==> config.mk <==
export PLATFORM = sky130hd
export DESIGN_NAME = mac_tx_frame_assembly
export DESIGN_NICKNAME = d
export VERILOG_FILES = /design/src/rtl/mac_tx_pkg.sv /design/src/rtl/mac_tx_frame_assembly.sv
export SDC_FILE = /design/constraint.sdc
export NUM_CORES = 1
export LEC_CHECK = 0
export BUFFER_PORTS_ARGS = -buffer_cell sky130_fd_sc_hd__buf_2
export CAP_MARGIN = 20
export CORE_MARGIN = 3
export CORE_UTILIZATION = 65
export CTS_CLUSTER_SIZE = 12
export DETAILED_ROUTE_END_ITERATION = 7
export PLACE_DENSITY = 0.85
export SKIP_CTS_REPAIR_TIMING = 1
export SLEW_MARGIN = 25
export SYNTH_ARGS = -nofsm -noshare
export SYNTH_HDL_FRONTEND = slang
export SYNTH_SLANG_ARGS = --single-unit
==> constraint.sdc <==
create_clock -name core_clk -period 5.13 [get_ports core_clk]
set_input_delay 0.7695 -clock core_clk [delete_from_list [all_inputs] [get_ports core_clk]]
set_output_delay 0.7695 -clock core_clk [all_outputs]
set_load 0.02 [all_outputs]
==> src/rtl/mac_tx_pkg.sv <==
// Shared constants and types for the transmit frame assembly block
package mac_tx_pkg;
  // Register byte addresses
  localparam logic [7:0] CFG_ADDR = 8'h00;
  localparam logic [7:0] MAXLEN_ADDR = 8'h04;
  localparam logic [7:0] STAT_ADDR = 8'h08;
  // Configuration register fields
  localparam int CFG_FCS_BIT = 0;
  localparam int CFG_HUGE_BIT = 1;
  localparam int CFG_PAD_LSB = 2;
  localparam int CFG_PAD_W = 3;
  localparam logic [4:0] CFG_RST = 5'h01;
  localparam logic [15:0] MAXLEN_RST = 16'h05EE;
  // Status register fields
  localparam int STAT_DONE_BIT = 0;
  localparam int STAT_ABORT_BIT = 1;
  localparam int STAT_CRCERR_BIT = 2;
  localparam int STAT_BUSY_BIT = 3;
  localparam int STAT_FCS_BIT = 4;
  localparam int STAT_CNT_LSB = 16;
  // Per-packet control byte fields; bits 7 to 4 unused
  localparam int CTL_OVERRIDE_BIT = 0;
  localparam int CTL_FCS_BIT = 1;
  localparam int CTL_PAD_BIT = 2;
  localparam int CTL_HUGE_BIT = 3;
  // Framing constants
  localparam logic [7:0] PRE_BYTE = 8'h55;
  localparam logic [7:0] SFD_BYTE = 8'hD5;
  localparam logic [2:0] PRE_LAST = 3'h7;
  localparam logic [15:0] PAD_SHORT = 16'h003C;
  localparam logic [15:0] PAD_LONG = 16'h0040;
  localparam logic [1:0] FCS_LAST = 2'h3;
  localparam logic [31:0] CRC_POLY = 32'hEDB88320;
  localparam logic [31:0] CRC_INIT = 32'hFFFFFFFF;
  localparam logic [31:0] CRC_RESIDUE = 32'hDEBB20E3;
  // Buffer shape
  localparam int FIFO_WIDTH = 9;
  localparam int FIFO_DEPTH = 16;
  // Engine states
  typedef enum logic [2:0] {ST_CTRL, ST_PRE, ST_DATA, ST_PAD, ST_FCS, ST_DRAIN, ST_DONE} tx_state_e;
endpackage

==> src/rtl/mac_tx_frame_assembly.sv <==
// Transmit frame assembly: byte buffer, framing engine and register port
//
// Functional notes
// - Device adds preamble and SFD itself
// - Pad and FCS only when configured
// - One control byte leads each packet
// - Pad flag zero-pads short frames to 60
// - FCS flag appends a computed CRC
// - No FCS: check last four bytes instead
// - Global huge off: abort over-length frames
// - Global FCS off: check, report bad CRC
//
// Added by the designer: the address map and the plain strobed port.
`timescale 1ns/100ps

module mac_tx_fifo #(
  parameter int WIDTH = 9,
  parameter int DEPTH = 16
) (
  // Clock and reset
  input wire logic core_clk,
  input wire logic srst,
  // Filling side
  input wire logic in_valid,
  input wire logic [WIDTH-1:0] in_data,
  output logic in_ready,
  // Draining side
  output logic out_valid,
  output logic [WIDTH-1:0] out_data,
  input wire logic out_ready
);
  localparam int AW = $clog2(DEPTH);
  localparam logic [AW:0] FULL = (AW+1)'(DEPTH);

  logic [WIDTH-1:0] mem [DEPTH]; // Storage
  logic [AW-1:0] wptr_reg; // Write index
  logic [AW-1:0] rptr_reg; // Read index
  logic [AW:0] cnt_reg; // Words held
  logic [AW:0] cnt_next;
  logic ready_reg; // Registered room flag
  logic push;
  logic pop;

  assign push = in_valid && ready_reg;
  assign pop = out_valid && out_ready;
  assign out_valid = (cnt_reg != '0);
  assign out_data = mem[rptr_reg];
  assign in_ready = ready_reg;

  // Occupancy follows both sides at once
  always_comb
  begin
    cnt_next = cnt_reg;
    if (push && !pop)
    begin
      cnt_next = cnt_reg + 1'b1;
    end
    else if (pop && !push)
    begin
      cnt_next = cnt_reg - 1'b1;
    end
  end

  // Pointers and count; ready is registered so the filler sees a flop
  always_ff @(posedge core_clk)
  begin
    if (srst)
    begin
      wptr_reg <= '0;
      rptr_reg <= '0;
      cnt_reg <= '0;
      ready_reg <= 1'b0;
    end
    else
    begin
      if (push)
      begin
        wptr_reg <= wptr_reg + 1'b1;
      end
      if (pop)
      begin
        rptr_reg <= rptr_reg + 1'b1;
      end
      cnt_reg <= cnt_next;
      ready_reg <= (cnt_next != FULL);
    end
  end

  // Data array has no reset, only written on a push
  always_ff @(posedge core_clk)
  begin
    if (push)
    begin
      mem[wptr_reg] <= in_data;
    end
  end
endmodule

module mac_tx_frame_assembly (
  // Clock and reset
  input wire logic core_clk,
  input wire logic srst,
  // Register port
  input wire logic [7:0] reg_addr,
  input wire logic [31:0] reg_wdata,
  input wire logic reg_wr,
  input wire logic reg_rd,
  output logic [31:0] reg_rdata,
  // Packet bytes from buffer memory: control byte first
  input wire logic pkt_valid,
  input wire logic [7:0] pkt_data,
  input wire logic pkt_last,
  output logic pkt_ready,
  // Frame bytes toward the line
  output logic tx_valid,
  output logic [7:0] tx_data,
  output logic tx_last,
  input wire logic tx_ready,
  // Per-packet outcome
  output logic tx_done,
  output logic tx_abort,
  output logic tx_crc_err
);
  import mac_tx_pkg::*;

  tx_state_e state_reg, state_next; // Engine state
  logic [4:0] mac_tx_config; // Global configuration bits
  logic [15:0] max_frame_length; // Length limit without huge mode
  logic global_fcs_append_en;
  logic global_huge_frame_en;
  logic [CFG_PAD_W-1:0] global_pad_config;
  logic fifo_valid; // Buffer head present
  logic [8:0] fifo_word; // Last flag and byte
  logic pop; // Take buffer head
  logic adv; // Output slot free this cycle
  logic emit; // Load a byte into the output slot
  logic [7:0] emit_data;
  logic emit_last;
  logic abort_now; // Over-length packet detected
  logic cnt_inc; // Counted byte leaves
  logic [2:0] pre_cnt_reg; // Preamble position
  logic [15:0] byte_cnt_reg; // Data and pad bytes sent
  logic [15:0] cnt1; // Count including this byte
  logic [31:0] crc_reg; // Running CRC, reflected
  logic [31:0] crc_inv;
  logic [1:0] fcs_idx_reg; // FCS byte position
  logic fcs_en_reg; // Effective per-packet settings
  logic pad_en_reg;
  logic huge_reg;
  logic [15:0] pad_min_reg;
  logic tx_valid_reg, tx_last_reg, tx_done_reg, tx_abort_reg;
  logic [7:0] tx_data_reg;
  logic stat_done_reg, stat_abort_reg, stat_crc_err_reg, stat_fcs_reg;
  logic [15:0] stat_cnt_reg; // Bytes of last finished packet
  logic [31:0] reg_rdata_reg;

  assign global_fcs_append_en = mac_tx_config[CFG_FCS_BIT];
  assign global_huge_frame_en = mac_tx_config[CFG_HUGE_BIT];
  assign global_pad_config = mac_tx_config[CFG_PAD_LSB +: CFG_PAD_W];
  assign adv = !tx_valid_reg || tx_ready;
  assign cnt1 = byte_cnt_reg + 16'h0001;
  assign crc_inv = ~crc_reg;
  assign tx_valid = tx_valid_reg;
  assign tx_data = tx_data_reg;
  assign tx_last = tx_last_reg;
  assign tx_done = tx_done_reg;
  assign tx_abort = tx_abort_reg;
  assign tx_crc_err = stat_crc_err_reg;
  assign reg_rdata = reg_rdata_reg;

  // One byte step of the reflected CRC-32
  function automatic logic [31:0] crc_byte(input logic [31:0] c, input logic [7:0] d);
    logic [31:0] r;
    r = c;
    for (int i = 0; i < 8; i++)
    begin
      r = (r[0] ^ d[i]) ? ((r >> 1) ^ CRC_POLY) : (r >> 1);
    end
    return r;
  endfunction

  // Sixteen-word buffer between the memory reader and the engine
  mac_tx_fifo #(
    .WIDTH(FIFO_WIDTH),
    .DEPTH(FIFO_DEPTH)
  ) u_fifo (
    .core_clk(core_clk),
    .srst(srst),
    .in_valid(pkt_valid),
    .in_data({pkt_last, pkt_data}),
    .in_ready(pkt_ready),
    .out_valid(fifo_valid),
    .out_data(fifo_word),
    .out_ready(pop)
  );

  // Engine decisions; every emitted byte waits for a free output slot
  always_comb
  begin
    state_next = state_reg;
    pop = 1'b0;
    emit = 1'b0;
    emit_data = 8'h00;
    emit_last = 1'b0;
    abort_now = 1'b0;
    cnt_inc = 1'b0;
    case (state_reg)
      ST_CTRL:
      begin
        // Control byte is consumed, never sent
        if (fifo_valid)
        begin
          pop = 1'b1;
          state_next = ST_PRE;
        end
      end
      ST_PRE:
      begin
        // Preamble and SFD come from the engine, not the buffer
        if (adv)
        begin
          emit = 1'b1;
          emit_data = (pre_cnt_reg == PRE_LAST) ? SFD_BYTE : PRE_BYTE;
          if (pre_cnt_reg == PRE_LAST)
          begin
            state_next = ST_DATA;
          end
        end
      end
      ST_DATA:
      begin
        if (adv && fifo_valid)
        begin
          pop = 1'b1;
          if (!huge_reg && byte_cnt_reg >= max_frame_length)
          begin
            // Over the limit: stop sending and discard the rest
            abort_now = 1'b1;
            state_next = fifo_word[8] ? ST_DONE : ST_DRAIN;
          end
          else
          begin
            emit = 1'b1;
            emit_data = fifo_word[7:0];
            cnt_inc = 1'b1;
            if (fifo_word[8])
            begin
              if (pad_en_reg && cnt1 < pad_min_reg)
              begin
                state_next = ST_PAD;
              end
              else if (fcs_en_reg)
              begin
                state_next = ST_FCS;
              end
              else
              begin
                emit_last = 1'b1;
                state_next = ST_DONE;
              end
            end
          end
        end
      end
      ST_PAD:
      begin
        // Zero bytes until the minimum length is met
        if (adv)
        begin
          emit = 1'b1;
          cnt_inc = 1'b1;
          if (cnt1 >= pad_min_reg)
          begin
            if (fcs_en_reg)
            begin
              state_next = ST_FCS;
            end
            else
            begin
              emit_last = 1'b1;
              state_next = ST_DONE;
            end
          end
        end
      end
      ST_FCS:
      begin
        // Complemented CRC, low byte first
        if (adv)
        begin
          emit = 1'b1;
          emit_data = 8'(crc_inv >> {fcs_idx_reg, 3'b000});
          if (fcs_idx_reg == FCS_LAST)
          begin
            emit_last = 1'b1;
            state_next = ST_DONE;
          end
        end
      end
      ST_DRAIN:
      begin
        // Drop the remainder of an aborted packet
        if (fifo_valid)
        begin
          pop = 1'b1;
          if (fifo_word[8])
          begin
            state_next = ST_DONE;
          end
        end
      end
      ST_DONE:
      begin
        state_next = ST_CTRL;
      end
      default:
      begin
        state_next = ST_CTRL;
      end
    endcase
  end

  // State register
  always_ff @(posedge core_clk)
  begin
    if (srst)
    begin
      state_reg <= ST_CTRL;
    end
    else
    begin
      state_reg <= state_next;
    end
  end

  // Per-packet settings latched from the control byte
  always_ff @(posedge core_clk)
  begin
    if (srst)
    begin
      fcs_en_reg <= 1'b0;
      pad_en_reg <= 1'b0;
      huge_reg <= 1'b0;
      pad_min_reg <= PAD_SHORT;
    end
    else if (state_reg == ST_CTRL && pop)
    begin
      if (fifo_word[CTL_OVERRIDE_BIT])
      begin
        // Override: per-packet bits win over the configuration
        fcs_en_reg <= fifo_word[CTL_FCS_BIT];
        pad_en_reg <= fifo_word[CTL_PAD_BIT];
        huge_reg <= fifo_word[CTL_HUGE_BIT];
        pad_min_reg <= PAD_SHORT;
      end
      else
      begin
        // Bits 3..1 ignored; odd pad codes pad, bit 1 of the code picks 64
        fcs_en_reg <= global_fcs_append_en;
        pad_en_reg <= global_pad_config[0];
        huge_reg <= global_huge_frame_en;
        pad_min_reg <= global_pad_config[1] ? PAD_LONG : PAD_SHORT;
      end
    end
  end

  // Position counters and CRC accumulation over data and pad
  always_ff @(posedge core_clk)
  begin
    if (srst || state_reg == ST_CTRL)
    begin
      pre_cnt_reg <= '0;
      byte_cnt_reg <= '0;
      fcs_idx_reg <= '0;
      crc_reg <= CRC_INIT;
    end
    else
    begin
      if (state_reg == ST_PRE && adv)
      begin
        pre_cnt_reg <= pre_cnt_reg + 3'h1;
      end
      if (cnt_inc)
      begin
        byte_cnt_reg <= cnt1;
        crc_reg <= crc_byte(crc_reg, emit_data);
      end
      if (state_reg == ST_FCS && adv)
      begin
        fcs_idx_reg <= fcs_idx_reg + 2'h1;
      end
    end
  end

  // Output slot: holds a byte until the line takes it
  always_ff @(posedge core_clk)
  begin
    if (srst)
    begin
      tx_valid_reg <= 1'b0;
      tx_data_reg <= 8'h00;
      tx_last_reg <= 1'b0;
    end
    else if (emit)
    begin
      tx_valid_reg <= 1'b1;
      tx_data_reg <= emit_data;
      tx_last_reg <= emit_last;
    end
    else if (tx_ready)
    begin
      tx_valid_reg <= 1'b0;
      tx_last_reg <= 1'b0;
    end
  end

  // Packet outcome: pulses and last-packet status
  always_ff @(posedge core_clk)
  begin
    if (srst)
    begin
      tx_done_reg <= 1'b0;
      tx_abort_reg <= 1'b0;
      stat_done_reg <= 1'b0;
      stat_abort_reg <= 1'b0;
      stat_crc_err_reg <= 1'b0;
      stat_fcs_reg <= 1'b0;
      stat_cnt_reg <= '0;
    end
    else
    begin
      tx_done_reg <= (state_reg == ST_DONE);
      tx_abort_reg <= abort_now;
      if (state_reg == ST_CTRL && pop)
      begin
        stat_done_reg <= 1'b0;
        stat_abort_reg <= 1'b0;
      end
      else if (abort_now)
      begin
        stat_abort_reg <= 1'b1;
      end
      if (state_reg == ST_DONE)
      begin
        // Without appended FCS the trailing four bytes must leave the residue
        stat_done_reg <= 1'b1;
        stat_crc_err_reg <= !fcs_en_reg && !stat_abort_reg && (crc_reg != CRC_RESIDUE);
        stat_fcs_reg <= fcs_en_reg;
        stat_cnt_reg <= byte_cnt_reg;
      end
    end
  end

  // Register writes; the host should set these before queueing packets
  always_ff @(posedge core_clk)
  begin
    if (srst)
    begin
      mac_tx_config <= CFG_RST;
      max_frame_length <= MAXLEN_RST;
    end
    else if (reg_wr)
    begin
      if (reg_addr == CFG_ADDR)
      begin
        mac_tx_config <= reg_wdata[4:0];
      end
      if (reg_addr == MAXLEN_ADDR)
      begin
        max_frame_length <= reg_wdata[15:0];
      end
    end
  end

  // Register reads, answered one cycle later; unmapped reads give zero
  always_ff @(posedge core_clk)
  begin
    if (srst)
    begin
      reg_rdata_reg <= '0;
    end
    else if (reg_rd)
    begin
      reg_rdata_reg <= '0;
      case (reg_addr)
        CFG_ADDR: reg_rdata_reg[4:0] <= mac_tx_config;
        MAXLEN_ADDR: reg_rdata_reg[15:0] <= max_frame_length;
        STAT_ADDR:
        begin
          reg_rdata_reg[STAT_DONE_BIT] <= stat_done_reg;
          reg_rdata_reg[STAT_ABORT_BIT] <= stat_abort_reg;
          reg_rdata_reg[STAT_CRCERR_BIT] <= stat_crc_err_reg;
          reg_rdata_reg[STAT_BUSY_BIT] <= (state_reg != ST_CTRL);
          reg_rdata_reg[STAT_FCS_BIT] <= stat_fcs_reg;
          reg_rdata_reg[STAT_CNT_LSB +: 16] <= stat_cnt_reg;
        end
        default: reg_rdata_reg <= '0;
      endcase
    end
  end

  // Checks beside the engine
  a_sfd_after_pre: assert property (@(posedge core_clk) disable iff (srst)
    (state_reg == ST_PRE && adv && pre_cnt_reg == PRE_LAST) |=> (tx_valid_reg && tx_data_reg == SFD_BYTE))
    else $error("SFD missing after preamble");
  a_ctrl_not_sent: assert property (@(posedge core_clk) disable iff (srst)
    (state_reg == ST_CTRL && pop) |=> (state_reg == ST_PRE && pre_cnt_reg == 3'h0 && $stable(tx_data_reg)))
    else $error("Control byte was not consumed silently");
  a_pad_zero: assert property (@(posedge core_clk) disable iff (srst)
    (state_reg == ST_PAD && adv) |-> (pad_en_reg && byte_cnt_reg < pad_min_reg) ##1 (tx_data_reg == 8'h00))
    else $error("Padding byte wrong or beyond minimum");
  a_fcs_only_en: assert property (@(posedge core_clk) disable iff (srst)
    (state_reg == ST_FCS) |-> fcs_en_reg)
    else $error("FCS sent while disabled");
  a_fcs_first_byte: assert property (@(posedge core_clk) disable iff (srst)
    (state_reg == ST_FCS && adv && fcs_idx_reg == 2'h0) |=> (tx_data_reg == ~($past(crc_reg[7:0]))))
    else $error("First FCS byte wrong");
  a_fcs_ends_frame: assert property (@(posedge core_clk) disable iff (srst)
    (state_reg == ST_FCS && adv && fcs_idx_reg == FCS_LAST) |=> (tx_last_reg ##1 (state_reg == ST_CTRL)))
    else $error("Frame did not end after FCS");
  a_crc_check: assert property (@(posedge core_clk) disable iff (srst)
    (state_reg == ST_DONE && !fcs_en_reg && !stat_abort_reg)
      |=> (stat_crc_err_reg == ($past(crc_reg) != CRC_RESIDUE)))
    else $error("CRC check result wrong");
  a_no_override: assert property (@(posedge core_clk) disable iff (srst)
    (state_reg == ST_CTRL && pop && !fifo_word[CTL_OVERRIDE_BIT])
      |=> (fcs_en_reg == $past(global_fcs_append_en) && huge_reg == $past(global_huge_frame_en)))
    else $error("Override clear but control bits used");
  a_override_on: assert property (@(posedge core_clk) disable iff (srst)
    (state_reg == ST_CTRL && pop && fifo_word[CTL_OVERRIDE_BIT])
      |=> (fcs_en_reg == $past(fifo_word[CTL_FCS_BIT]) && pad_en_reg == $past(fifo_word[CTL_PAD_BIT])))
    else $error("Override set but control bits not used");
  a_giant_abort: assert property (@(posedge core_clk) disable iff (srst)
    (state_reg == ST_DATA && pop && !huge_reg && byte_cnt_reg >= max_frame_length)
      |=> (tx_abort_reg && stat_abort_reg) ##1 !tx_abort_reg)
    else $error("Over-length packet not aborted");
  c_override_pkt: cover property (@(posedge core_clk) disable iff (srst)
    state_reg == ST_CTRL && pop && fifo_word[CTL_OVERRIDE_BIT]);
  c_padding: cover property (@(posedge core_clk) disable iff (srst)
    state_reg == ST_PAD ##[1:80] state_reg == ST_FCS);
  c_abort: cover property (@(posedge core_clk) disable iff (srst) tx_abort_reg);
  c_crc_bad: cover property (@(posedge core_clk) disable iff (srst) $rose(stat_crc_err_reg));
endmodule

==> impl_metrics.toml <==
[worst_setup_path]
crit_family = "compound AO/OA/AOI/OAI gates"
crit_buf_inv = 0
path_class = "reg2reg"
critPathSlowestCell = "a21boi_0"
cp-end-kind = "flop"
crit_path_start_kind = "flop"
critPathMaxStageDelay_ps = 440
cp_max_fo = 7
cp_cell_sequence = "ha_1 > nand3_1 > nor2_1 > xor2_1 > ha_1 > nand3_1 > a21oi_1 > a211oi_1 > o2111ai_1 > a211oi_1 > a21boi_0 > o21ai_0 > a21boi_0 > a2bb2oi_1 > nor3_1"
crit_arrival_ps = 4370
required_ps = 5620

[synth]
async_reset_ff_frac = 0
ys_seq_area_frac = 0.539
yosys.cell_types.count = 73
synth_top_area_frac = 0.306
synth-edff-count = 144
ys_ff_latch = 308
synth_area_leaders = "edfxtp_1, dfxtp_1, mux4_2"
synth-simple-area-share = 0.117
synth_fa_ha_area_frac = 0.0284
synth_nets = 1296
synth_mux_area_frac = 0.0900
syn_avg_cell_area_um2 = 11.7
synth_xor_area_frac = 0.0774
yosys.area.top_type = "edfxtp_1"
synthCells = 1209
synth_top_family_by_area = "simple AND/OR/NAND/NOR gates"
ys_warn_count = 0
synthesis.area_um2 = 14100
synth_compound_area_frac = 0.111
ys.flop_type = "dfxtp_1"

[timing]
slew_violations = 0
min_period_ps = 3880
post-route-period-util = 0.756
skew_ps = 13.0
fin_tns_setup_ps = 0
rsz0062_at_grt = "false"
fmax_mhz = 258
maxSlewHeadroom = 0.287
tightestPinTransition_ps = 1060
setup_viol = 0
final-hold-violation-count = 0

[cells_and_area]
n_antenna_cell = 0
nNetsFinal = 1352
area_growth_syn_to_layout_pct = 10.3
seq_area_um2 = 7610
largest_reg_flops = 144
drive_gt1_frac = 0.158
n_fill_cell = 1378
multiInputGateArea_um2 = 6020
instances_no_fill = 1562

[clocking]
cts_tree = "done"
root_buffer = "clkbuf_16"
clockBufferDepth = 3
cts_buffers = 31
clk_pin_slew_ps = 60
clk_latency_ps = 570
clock_sinks = 308
htreeDepth = 1

[detailed_routing]
finalWirelength_um = 31400
via_count = 9518
vias_per_cell = 6.09
drt_iter0_markers = 882
met2_wirelength_um = 16000
top_layer = "met4"
drc = 0
ant_nets = 0
dr.pass1.iters = 5
wl_met3_um = 1530
wl_met1_um = 12800
routedWlPerCell_um = 20.1

[die]
die_area_um2 = 23500
start_util = 0.668
row_count = 53
ios = 101
fp.dieH_um = 153
core_um2 = 21200
die_w_um = 153

[global_routing]
grt_pass1_vias = 9516
grtUsageTotal = 0.265
grt_max_degree = 95
grt_overflow = 0
grt_pass1_wl_um = 50500
antenna_found_initial = 0

[min_path]
hold_class = "in2reg"

[pwr]
cellPowerDensity_nw_per_um2 = 439
vdd_drop_max_mv = 0.539
p_leak_nw = 5.62

[placed_design]
dp_hpwl_um = 20900
portBuffers = 84
place.gp.congestion = 0.922
dp.cells = 1507

[run_status]
outcome = "completed"

[run]
cap_violations = 0
[cell type report]
type,count,area share
inverters,31,0.00747
flip-flops and latches,308,0.488
well taps,275,0.0221
multi-input cells,798,0.386
repair buffers,95,0.0332
clock buffers,51,0.0588
clock inverters,4,0.00385
[placed cells by master (no fill, tap or decap), types with 31 or more instances in the layout]
cell type    n
nor2_1     139
inv_1       31
a21oi_1     82
dfxtp_1    163
xor2_1      37
edfxtp_1   144
xnor2_1     44
ha_1        32
nand2_1    110
o21ai_0     41
a22oi_1     39
clkbuf_16   32
buf_2       83
[through the flow]
stage / hold WS, ps / util / setup WS [ps] / area, um2 / total power (W)
after floorplan: 426 / - / 2190 / 14100 / 0.00435
after global placement: 440 / 0.690 / 1490 / 14600 / 0.00462
after detailed placement: 441 / 0.690 / 1400 / 14600 / 0.00469
after global routing: 397 / 0.737 / 1030 / 15600 / 0.00712
after CTS: 385 / 0.737 / 1310 / 15600 / 0.00686
final: 403 / 0.737 / 1250 / 15600 / 0.00683
[synthesized netlist by cell type, types with 31 or more instances]
library cell,instances
dfxtp_1,164
nand2_1,110
edfxtp_1,144
xor2_1,37
a22oi_1,39
clkbuf_1,57
xnor2_1,44
o21ai_0,41
a21oi_1,82
nor2_1,141
inv_1,31
ha_1,32
[routing by layer]
metal / up-vias / GRT usage
met5: - / 0
met4: 0 / 0.0879
met3: 79 / 0.0422
met2: 314 / 0.469
met1: 4633 / 0.335
li1: 4492 / -
[cells by family (layout without fill, tap and decap cells)]
| kind of cell | count (synthesis) | in the layout |
|---|---|---|
| xor gates and xnor gates | 98 | 98 |
| DFF | 308 | 308 |
| buffers and inverters | 103 | 181 |
| and+or+nand+nor | 367 | 367 |
| AOI/OAI and AO/OA | 237 | 237 |
| adders and majority gates | 32 | 32 |
| muxes | 64 | 64 |
[worst register-to-register path: stages (launching register included)]
cell and delay [ps]:
dfxtp_1 430, ha_1 270, nand3_1 230, nor2_1 230
xor2_1 200, ha_1 270, nand3_1 110, a21oi_1 50
a211oi_1 290, o2111ai_1 150, a211oi_1 430, a21boi_0 450
o21ai_0 170, a21boi_0 180, a2bb2oi_1 190, nor3_1 160
[report_power, final]
part | switching, W | leakage (nW) | internal, W
logic | 0.00107 | 2.52 | 0.000818
registers | 0.000116 | 2.62 | 0.00265
clock network | 0.000919 | 0.476 | 0.00126
[path summary, 6_finish.rpt]
kind / start / end / slack [ps] / cells past startpoint
worst min-delay path: reg_wdata[6] / max_frame_length[6]$_SDFFE_PP1P_ / 400 / 2
worst max-delay path: byte_cnt_reg[1]$_SDFFE_PP0P_ / state_reg[1]$_SDFFE_PP0P_ / 1250 / 15
worst max register to register: byte_cnt_reg[1]$_SDFFE_PP0P_ / state_reg[1]$_SDFFE_PP0P_ / 1250 / 15
worst min register to register: stat_done_reg$_SDFFE_PP0P_ / stat_done_reg$_SDFFE_PP0P_ / 450 / 1
Note: power is estimated with default switching activity, not from simulation.
